[src/logic/unbalance_map.svh]
// Register offsets, field positions, reset values and timing counts of the unbalance function
`ifndef UNBALANCE_MAP_SVH
`define UNBALANCE_MAP_SVH

// ****************************************
// Register offsets
// ****************************************
`define UB_CTRL_ADDR 8'h00
`define UB_PCT_ADDR 8'h04
`define UB_DELAY_ADDR 8'h08
`define UB_RATED_ADDR 8'h0C
`define UB_STATUS_ADDR 8'h10
`define UB_MAX_ADDR 8'h14
`define UB_MIN_ADDR 8'h18

// ****************************************
// Field positions
// ****************************************
`define UB_CTRL_OPER_BIT 0
`define UB_CTRL_SONLY_BIT 1

// ****************************************
// Reset values and limits
// ****************************************
`define UB_PCT_MIN 8'h0A
`define UB_PCT_MAX 8'h5A
`define UB_PCT_RESET 8'h32
`define UB_DELAY_MIN 16'h0064
`define UB_DELAY_MAX 16'hEA60
`define UB_DELAY_RESET 16'h03E8
`define UB_RATED_RESET 16'h1000
`define UB_LOW_PCT 8'h0A
`define UB_HIGH_PCT 8'h96
`define UB_HUNDRED 8'h64

// ****************************************
// Timing
// ****************************************
`define UB_CLK_PERIOD_NS 100
`define UB_MS_IN_NS 1000000
`define UB_CYCLES_PER_MS (`UB_MS_IN_NS / `UB_CLK_PERIOD_NS)

`endif

[src/logic/unbalance_pkg.sv]
// Types shared by the unbalance function
package unbalance_pkg;

    typedef struct packed {
        logic operation;
        logic start_only;
    } ctrl_s;

    typedef struct packed {
        logic over_limit;
        logic sufficient;
        logic not_fault;
    } flags_s;

    typedef struct packed {
        logic [15:0] phase1_rms;
        logic [15:0] phase2_rms;
        logic [15:0] phase3_rms;
    } phases_s;

endpackage : unbalance_pkg

[src/logic/unbalance_function.sv]
// Current unbalance detector with start and delayed trip
`timescale 1ns/1ps
`include "unbalance_map.svh"
module unbalance_function
    import unbalance_pkg::*;
#(
    parameter int unsigned CYCLES_PER_MS = `UB_CYCLES_PER_MS
) (
    input wire logic i_mclk,
    input wire logic i_reset_n,
    input wire logic [7:0] i_addr,
    input wire logic [31:0] i_wdata,
    input wire logic i_write,
    input wire logic i_read,
    output logic [31:0] o_rdata,
    input wire logic [15:0] i_phase1_rms,
    input wire logic [15:0] i_phase2_rms,
    input wire logic [15:0] i_phase3_rms,
    input wire logic i_user_block_input,
    output logic o_general_start,
    output logic o_general_trip,
    output logic o_start_event,
    output logic o_trip_event
);

    // ****************************************
    // Functions
    // ****************************************
    function automatic logic [23:0] pct_mul(input logic [15:0] v, input logic [7:0] p);
        pct_mul = {8'h00, v} * {16'h0000, p};
    endfunction : pct_mul

    function automatic logic [15:0] clamp16(input logic [15:0] v, input logic [15:0] lo,
                                            input logic [15:0] hi);
        clamp16 = (v < lo) ? lo : ((v > hi) ? hi : v);
    endfunction : clamp16

    // ****************************************
    // Register file
    // ****************************************
    ctrl_s ctrl_q;
    ctrl_s ctrl_d;
    logic [7:0] pct_q;
    logic [7:0] pct_d;
    logic [15:0] delay_q;
    logic [15:0] delay_d;
    logic [15:0] rated_q;
    logic [15:0] rated_d;
    logic [31:0] rdata_q;
    logic [31:0] rdata_d;

    always_comb begin
        ctrl_d = ctrl_q;
        pct_d = pct_q;
        delay_d = delay_q;
        rated_d = rated_q;
        if (i_write) begin
            case (i_addr)
                `UB_CTRL_ADDR: begin
                    ctrl_d.operation = i_wdata[`UB_CTRL_OPER_BIT];
                    ctrl_d.start_only = i_wdata[`UB_CTRL_SONLY_BIT];
                end
                `UB_PCT_ADDR: begin
                    pct_d = 8'(clamp16(i_wdata[15:0], {8'h00, `UB_PCT_MIN},
                                       {8'h00, `UB_PCT_MAX}));
                end
                `UB_DELAY_ADDR: begin
                    delay_d = clamp16(i_wdata[15:0], `UB_DELAY_MIN, `UB_DELAY_MAX);
                end
                `UB_RATED_ADDR: begin
                    rated_d = i_wdata[15:0];
                end
                default: begin
                end
            endcase
        end
    end

    // ****************************************
    // Magnitude processing
    // ****************************************
    phases_s phases;
    flags_s flags_q;
    flags_s flags_d;
    logic [15:0] max_q;
    logic [15:0] max_d;
    logic [15:0] min_q;
    logic [15:0] min_d;

    assign phases = '{phase1_rms: i_phase1_rms, phase2_rms: i_phase2_rms,
                      phase3_rms: i_phase3_rms};

    always_comb begin
        max_d = phases.phase1_rms;
        min_d = phases.phase1_rms;
        if (phases.phase2_rms > max_d) begin
            max_d = phases.phase2_rms;
        end
        if (phases.phase3_rms > max_d) begin
            max_d = phases.phase3_rms;
        end
        if (phases.phase2_rms < min_d) begin
            min_d = phases.phase2_rms;
        end
        if (phases.phase3_rms < min_d) begin
            min_d = phases.phase3_rms;
        end
        flags_d.over_limit = pct_mul(max_d - min_d, `UB_HUNDRED) > pct_mul(max_d, pct_q);
        flags_d.sufficient = pct_mul(max_d, `UB_HUNDRED) > pct_mul(rated_q, `UB_LOW_PCT);
        flags_d.not_fault = pct_mul(max_d, `UB_HUNDRED) < pct_mul(rated_q, `UB_HIGH_PCT);
    end

    // ****************************************
    // Decision logic
    // ****************************************
    logic enabled;
    logic timer_run;
    logic expired;
    logic start_q;
    logic start_d;
    logic trip_q;
    logic trip_d;
    logic start_evt_q;
    logic start_evt_d;
    logic trip_evt_q;
    logic trip_evt_d;

    assign enabled = ctrl_q.operation && !i_user_block_input;
    assign timer_run = enabled && flags_q.over_limit && flags_q.sufficient && flags_q.not_fault;

    unbalance_timer #(
        .CYCLES_PER_MS(CYCLES_PER_MS)
    ) u_timer (
        .i_mclk(i_mclk),
        .i_reset_n(i_reset_n),
        .i_run(timer_run),
        .i_delay_ms(delay_q),
        .o_expired(expired)
    );

    always_comb begin
        start_d = timer_run;
        trip_d = timer_run && expired && !ctrl_q.start_only;
        start_evt_d = start_d != start_q;
        trip_evt_d = trip_d != trip_q;
    end

    // ****************************************
    // Read port
    // ****************************************
    always_comb begin
        rdata_d = 32'h0000_0000;
        if (i_read) begin
            case (i_addr)
                `UB_CTRL_ADDR: rdata_d = {30'h0000_0000, ctrl_q.start_only, ctrl_q.operation};
                `UB_PCT_ADDR: rdata_d = {24'h00_0000, pct_q};
                `UB_DELAY_ADDR: rdata_d = {16'h0000, delay_q};
                `UB_RATED_ADDR: rdata_d = {16'h0000, rated_q};
                `UB_STATUS_ADDR: rdata_d = {27'h000_0000, flags_q, trip_q, start_q};
                `UB_MAX_ADDR: rdata_d = {16'h0000, max_q};
                `UB_MIN_ADDR: rdata_d = {16'h0000, min_q};
                default: rdata_d = 32'h0000_0000;
            endcase
        end
    end

    // ****************************************
    // State registers
    // ****************************************
    always_ff @(posedge i_mclk) begin
        if (!i_reset_n) begin
            ctrl_q <= '{operation: 1'b0, start_only: 1'b0};
            pct_q <= `UB_PCT_RESET;
            delay_q <= `UB_DELAY_RESET;
            rated_q <= `UB_RATED_RESET;
            rdata_q <= 32'h0000_0000;
            flags_q <= '0;
            max_q <= 16'h0000;
            min_q <= 16'h0000;
            start_q <= 1'b0;
            trip_q <= 1'b0;
            start_evt_q <= 1'b0;
            trip_evt_q <= 1'b0;
        end else begin
            ctrl_q <= ctrl_d;
            pct_q <= pct_d;
            delay_q <= delay_d;
            rated_q <= rated_d;
            rdata_q <= rdata_d;
            flags_q <= flags_d;
            max_q <= max_d;
            min_q <= min_d;
            start_q <= start_d;
            trip_q <= trip_d;
            start_evt_q <= start_evt_d;
            trip_evt_q <= trip_evt_d;
        end
    end

    assign o_rdata = rdata_q;
    assign o_general_start = start_q;
    assign o_general_trip = trip_q;
    assign o_start_event = start_evt_q;
    assign o_trip_event = trip_evt_q;

    // ****************************************
    // Assertions
    // ****************************************
    logic [31:0] hold_q;

    always_ff @(posedge i_mclk) begin
        if (!i_reset_n || !timer_run) begin
            hold_q <= 32'h0000_0000;
        end else if (hold_q != 32'hFFFF_FFFF) begin
            hold_q <= hold_q + 32'h0000_0001;
        end
    end
endmodule : unbalance_function

[src/logic/unbalance_timer.sv]
// Millisecond delay timer restarted whenever its run input drops
`timescale 1ns/1ps
module unbalance_timer #(
    parameter int unsigned CYCLES_PER_MS = 10000
) (
    input wire logic i_mclk,
    input wire logic i_reset_n,
    input wire logic i_run,
    input wire logic [15:0] i_delay_ms,
    output logic o_expired
);

    logic [31:0] prescale_q;
    logic [31:0] prescale_d;
    logic [15:0] ms_q;
    logic [15:0] ms_d;
    logic tick;

    // ****************************************
    // Millisecond enable and elapsed count
    // ****************************************
    assign tick = i_run && (prescale_q == CYCLES_PER_MS - 1);

    always_comb begin
        prescale_d = prescale_q;
        ms_d = ms_q;
        if (!i_run) begin
            prescale_d = 32'h0000_0000;
            ms_d = 16'h0000;
        end else if (tick) begin
            prescale_d = 32'h0000_0000;
            if (ms_q != 16'hFFFF) begin
                ms_d = ms_q + 16'h0001;
            end
        end else begin
            prescale_d = prescale_q + 32'h0000_0001;
        end
    end

    always_ff @(posedge i_mclk) begin
        if (!i_reset_n) begin
            prescale_q <= 32'h0000_0000;
            ms_q <= 16'h0000;
        end else begin
            prescale_q <= prescale_d;
            ms_q <= ms_d;
        end
    end

    assign o_expired = i_run && (ms_q >= i_delay_ms);

endmodule : unbalance_timer

[config.mk]
export PLATFORM = sky130hd
export DESIGN_NAME = unbalance_function
export DESIGN_NICKNAME = d
export VERILOG_FILES = /design/src/logic/unbalance_pkg.sv /design/src/logic/unbalance_function.sv /design/src/logic/unbalance_timer.sv
export VERILOG_INCLUDE_DIRS = /design/src /design/src/logic
export SDC_FILE = /design/constraint.sdc
export NUM_CORES = 1
export LEC_CHECK = 0
export ABC_AREA = 0
export BUFFER_PORTS_ARGS = -buffer_cell sky130_fd_sc_hd__buf_2
export CORE_MARGIN = 4
export CORE_UTILIZATION = 35
export DETAILED_ROUTE_END_ITERATION = 6
export MAX_ROUTING_LAYER = met4
export PLACE_DENSITY = 0.58
export RECOVER_POWER = 50
export SETUP_SLACK_MARGIN = 0.5
export SLEW_MARGIN = 20
export SYNTH_ARGS = -nofsm -noshare
export SYNTH_HDL_FRONTEND = slang
export SYNTH_SLANG_ARGS = --single-unit
[constraint.sdc]
create_clock -name i_mclk -period 23.4 [get_ports i_mclk]
set_input_delay 1.17 -clock i_mclk [delete_from_list [all_inputs] [get_ports i_mclk]]
set_output_delay 1.17 -clock i_mclk [all_outputs]
set_load 0.02 [all_outputs]
## Word-level counts from Yosys, hierarchy flattened

Cells that the tools add are included.

| storage, ports and cells | value |
|---|---|
| flip-flop bits (word level) | 161 |
| input bits | 93 |
| output and inout bits | 36 |
| logic and storage cells | 77 |

| cells by class | value |
|---|---|
| $add $sub $neg | 3 |
| multipliers | 5 |
| magnitude comparators | 12 |
| eq/ne operators | 10 |
| muxes and demuxes | 9 |
| bitwise logic cells | 2 |
| reduce and logical (&&, ||, !) cells | 19 |

Operators by type and width:

| kind | count |
|---|---|
| $pmux 16 s7 | 1 |
| $mux 16 | 6 |
| $mul 16x5->21 const B | 2 |
| $add 32x1->32 const B | 1 |
| $eq 32x14->1 const B | 1 |
| $gt 16x16->1 | 2 |
| $lt 16x16->1 | 2 |
| $eq 8x5->1 const B | 3 |
| $gt 23x24->1 | 1 |
| $lt 23x24->1 | 1 |
| $mul 16x8->24 | 1 |
| $gt 23x20->1 | 1 |
| $mul 16x7->23 const B | 1 |
| $mul 16x3->19 const B | 1 |
| $add 16x1->16 const B | 1 |
| $eq 8x4->1 const B | 2 |
| $ge 16x16->1 | 1 |
| $gt 16x16->1 const B | 1 |
| $gt 16x7->1 const B | 1 |
| $lt 16x4->1 const B | 1 |
| $lt 16x7->1 const B | 1 |
| $mux 8 | 2 |
| $ne 16x16->1 const B | 1 |
| $sub 16x16->16 | 1 |
| 8 further kinds | 24 |

## Logic depth before layout (Yosys ltp)

| logic depth | value |
|---|---|
| depth in word-level cells | 9 |
| depth in mapped cells | 51 |
| depth with buffers taken out | 47 |

## Hierarchy

Synthesis repeated with hierarchy kept, for this count alone.

| second synthesis, totals | value |
|---|---|
| cell total of the unflattened synthesis | 2364 |
| area, all modules | 19479.9 um^2 |

By module, submodules not included:

| module | times used | cells each | area an instance (um^2) | sequential area each (um^2) |
|---|---|---|---|---|
| unbalance_function | 1 | 2037 | 16816.1 | 1941.9 |
| unbalance_timer | 1 | 327 | 2663.8 | 960.9 |

## Worst setup path after synthesis

No wires, ideal clock.

| timing path | value |
|---|---|
| kind | input to register |
| start point | input port i_phase1_rms[15] |
| end point | register flags_q[2] in the netlist's numbering |
| library setup time | 0.135 ns |
| arrival | 11.280 ns |
| slack | 11.985 ns |
| stages on the path | 46 |
| path buffers | 4 |
| path through | inv_1 > ha_1 > nand4_1 > or4_1 > a21o_1 > a31oi_1 > buf_2 > buf_1 > nor2_1 > a21oi_1 > ha_1 > a21o_1 > a21oi_1 > nor2b_1 > a311oi_1 > or3_1 > clkbuf_1 > clkbuf_1 > [... 10 more ...] > xnor2_1 > ha_1 > ha_1 > inv_1 > fa_1 > inv_1 > ha_1 > a21oi_1 > o21ai_0 > a2111oi_0 > or3_1 > a211o_1 > o2111ai_1 > ha_1 > nand4_1 > or4_1 > a2111oi_0 > nor4_1 |

| between the ends | value |
|---|---|
| cells in the longest elaborated chain, start to end | 7 |
| elaborated cells between the ends (all ways) | 12 |
| those cells by class | add/sub: 1; mul: 2; order compare: 5; mux: 4 |

Ends and longest elaborated chain:

| item | RTL line | text |
|---|---|---|
| from (decl) | unbalance_function.sv:16 | `input wire logic [15:0] i_phase1_rms,` |
| $gt 16x16->1 | unbalance_function.sv:96 | `if (phases.phase2_rms > max_d) begin` |
| $mux 16 * | unbalance_function.sv:96 |  |
| $gt 16x16->1 | unbalance_function.sv:99 | `if (phases.phase3_rms > max_d) begin` |
| $mux 16 * | unbalance_function.sv:99 |  |
| named net max_d[1] | unbalance_function.sv:86 | `logic [15:0] max_d;` |
| $sub 16x16->16 | unbalance_function.sv:108 | `` flags_d.over_limit = pct_mul(max_d - min_d, `UB_HUNDRED) > pct_mul(max_d, pct_q); `` |
| $mul 16x5->21 | unbalance_function.sv:30 | `pct_mul = {8'h00, v} * {16'h0000, p};` |
| $gt 23x24->1 * | unbalance_function.sv:108 |  |
| to (signal assigned) | unbalance_function.sv:190 | `flags_q <= flags_d;` |
| to (decl) | unbalance_function.sv:83 | `flags_s flags_q;` |

Mark *: on every way through the listed nets, which the timed path passes. The rest lies on a longest branch.
A chain may end at the register's enable or synchronous reset.

## Worst setup path after layout

| timing path | value |
|---|---|
| start point | input port i_phase1_rms[11] |
| end point | register flags_q[2] in the netlist's numbering |

| between the ends | value |
|---|---|
| cells in the longest elaborated chain, start to end | 7 |
| elaborated cells between the ends (all ways) | 12 |
| those cells by class | add/sub: 1; mul: 2; order compare: 5; mux: 4 |

Ends and longest elaborated chain:

| item | RTL line | text |
|---|---|---|
| $lt 16x16->1 | unbalance_function.sv:102 | `if (phases.phase2_rms < min_d) begin` |
| $mux 16 * | unbalance_function.sv:102 |  |
| $lt 16x16->1 | unbalance_function.sv:105 | `if (phases.phase3_rms < min_d) begin` |
| $mux 16 * | unbalance_function.sv:105 |  |
| named net min_d[0] | unbalance_function.sv:88 | `logic [15:0] min_d;` |
| $sub 16x16->16 * | unbalance_function.sv:108 |  |
| $mul 16x5->21 * | unbalance_function.sv:30 |  |
| $gt 23x24->1 * | unbalance_function.sv:108 |  |

Marks and branches as above.

==> key figures <==
Die
  • Std-Cell Rows: between 80 and 90
  • Die height: 243.4 um
  • Boundary Pins: approximately 130
  • Die X: 243.4 um
  • Die ar.: ~0.059 sq mm
  • Initial Utilization: 35.28%
  • CORE AREA: around 0.055 sq mm

Clock tree
  • Clock Path Buffers: 2
  • # resized after CTS: 0
  • Num CTS Buffers: 17
  • Insertion delay of the later-clocked pin in the worst-skew pair: 0.43 ns
  • Clock Sinks: 145
  • Clock transition at path regs: 0.07 ns
  • CTS tree: done
  • Hold Buf Count CTS: 0
  • CTS H-Tree Depth: 4
  • Clk Tree Root Cell: clkbuf_16
  • Postcts setup bufs: 0

Run status
  • Failing checks: design-rule violations, max-capacitance violations, max-slew violations
  • Outcome: finished, violations left

GRT
  • Total GRT Usage: 18.43%
  • GR Overflow Total: 0
  • Largest net degree at the start of global routing: 56
  • First-pass GRT wire length: around 87 mm
  • Vias in the first global route: 16610
  • Initial antenna violation count: 0

Drt
  • Number of DRC markers in iteration 0: 1065
  • Final ANT Viol Nets: 0
  • Drt via density: 5.158
  • Post-route DRC: 15
  • WL per Instance: 16.72 um
  • Via count: approximately 16000
  • First-pass DRT Iterations: 7
  • Routed Wire Length: 52.91 mm

Logic synthesis
  • Seq cells post-synth: ~150
  • Post-synth top area share: a little under a quarter
  • Area leader, netlist: ha_1
  • Distinct cells, synth: between 70 and 80
  • Ys async rst share: 0%
  • Count leader, synth: ha_1
  • Synth top area cells: ha_1, dfxtp_1, fa_1
  • Synth warnings: 0
  • Mapped cell area: 0.01940 sq mm
  • Mapped Cells: 2327
  • Register area share after synthesis: 14.96%
  • Post-synth EDFFs: 0
  • Avg Inst Size Synth: ~8.3 sq um
  • Synth top cells by count: ha_1, inv_1, nand2_1
  • Most used DFF post-synth: dfxtp_1

Setup path
  • Cell mode on critical path: ha_1
  • CP peak stage delay: 0.87 ns
  • CP Capture Point: flags_q[2]
  • Critical Path RT: 23.71 ns
  • Crit path max fanout: 32
  • Reg2Reg Setup Slack: 16.98 ns
  • Worst r2r dst: flags_q[2]
  • Worst Path Arrival: roughly 13 ns
  • Worst setup SP type: input port
  • Reg2reg path depth: 22
  • Critical path's slowest cell: and3_1
  • Crit. Startpoint: i_phase1_rms[11]
  • Critical path class: input port to flip-flop
  • R2r startpoint: pct_q[3]
  • Worst setup EP type: flip-flop

Worst hold path
  • Min-delay src: u_timer.prescale_q[0]
  • Hold Path Cell Cnt: 1
  • Worst min-delay path class: flip-flop to flip-flop

Timing
  • Clk_skew: 0.01504 ns
  • RSZ-0062 raised after global routing: false
  • Tcrit/Tclk final: 53.04%
  • Final Hold Vio Count: 0
  • Setup TNS: 0 ns
  • Max frequency: 80.57 MHz
  • Relative slew margins: -77.65%
  • Fin crit period: 12.41 ns
  • Worst slew pin tran: 2.665 ns
  • Final setup viols: 0
  • Max Slew Vio Count: 134

Cells and area
  • Final net count: 2988
  • Layout area overhead: 9.628%
  • Share of layout cells above drive strength 1: about 6.7%

Job
  • Max Cap Viol: 4

Placement
  • Port Buffer Count: 96
  • RD Place Congestion: around 0.94
  • Post-DP HPWL: approximately 43 mm
==> cell families (layout without fill, tap and decap cells) <==
| logic type | count (synthesis) | in the layout | share of synthesized area, % |
|---|---|---|---|
| and+or+nand+nor | 676 | 676 | 17.35 |
| muxes | 40 | 40 | 2.328 |
| xor gates and xnor gates | 127 | 127 | 5.733 |
| AOI/OAI and AO/OA | 434 | 434 | 14.32 |
| buffers and inverters | 409 | 483 | 8.274 |
| adders and majority gates | 495 | 495 | 37.02 |
| DFF | 145 | 145 | 14.96 |
| other | 1 | 17 | 0.01933 |
==> critical path: cells and delay by family <==
| family | cells | cell delay (ns) |
|---|---|---|
| AO/OA/AOI/OAI | 19 | 5.14 |
| adder cells (fa/ha/maj) | 9 | 2.91 |
| AND/OR/NAND/NOR | 8 | 1.96 |
| XOR/XNOR | 2 | 0.61 |
| multiplexers | 1 | 0.58 |
| buffers and inverters | 5 | 0.30 |
==> how the worst min path moves through the flow <==
| stage | slack (ns) | end |
|---|---|---|
| final | 0.45 | u_timer.prescale_q[0] |
| after global routing | 0.48 | u_timer.prescale_q[0] |
| after CTS | 0.45 | u_timer.prescale_q[0] |
| after detailed placement | 0.44 | u_timer.prescale_q[0] |
| after global placement | 0.43 | u_timer.prescale_q[0] |
| after floorplan | 0.41 | u_timer.prescale_q[0] |
==> sequential cells by signal, summed over array words and instances (netlist names) <==
| name | count |
|---|---|
| o_start_event | 1 |
| flags_q | 3 |
| o_general_trip | 1 |
| rated_q | 16 |
| delay_q | 16 |
| u_timer.ms_q | 16 |
| pct_q | 8 |
| o_general_start | 1 |
| min_q | 16 |
| u_timer.prescale_q | 32 |
| o_trip_event | 1 |
| o_rdata | 16 |
| max_q | 16 |
| ctrl_q | 2 |
==> cells in the final DEF, fill, tap and decap left out, types with 29 or more instances in the layout <==
master / Yosys / layout
inv_1: 340 / 339
dfxtp_1: 145 / 145
xor2_1: 62 / 62
buf_2: 2 / 75
a21oi_1: 160 / 154
ha_1: 360 / 360
nor2_1: 157 / 157
nand2_1: 166 / 166
nor3_1: 30 / 29
nand4_1: 29 / 29
a21o_1: 50 / 50
nand3_1: 43 / 43
and2_1: 128 / 128
xnor2_1: 65 / 65
fa_1: 132 / 132
o21ai_0: 87 / 87
==> cell type report <==
type                    count  area [sq um]
clock buffers              18         439.2
multi-input cells        1788         14980
fillers                  5695         33720
clock inverters            14         170.2
diodes                      1         2.502
inverters                 340          1276
repair buffers            111         559.3
flip-flops and latches    145          2903
well taps                 748         935.9
==> per-stage QoR <==
stage / cell area [sq um] / setup WS [ns] / util, % / hold slack (ns) / cells
floorplan: 19460 / 11.98 / - / 0.4130 / 2342
global route: 21270 / 10.01 / 38.68 / 0.4798 / 3164
detailed placement: 20700 / 10.62 / 37.64 / 0.4440 / 3132
global placement: 20690 / 10.85 / 37.63 / 0.4280 / 3132
CTS: 21310 / 11.02 / 38.75 / 0.4530 / 3164
finish: 21270 / 10.99 / 38.68 / 0.4541 / 3165
==> routing by layer <==
layer	routed length (um)	GRT usage, %
met1	26020	25.86
met3	2485	1.937
met4	1088	4.414
met2	23310	28.68
met5	0	-
Power is not shown: default switching activity piles up to over one toggle a cycle in this logic, so the estimate is an artifact.
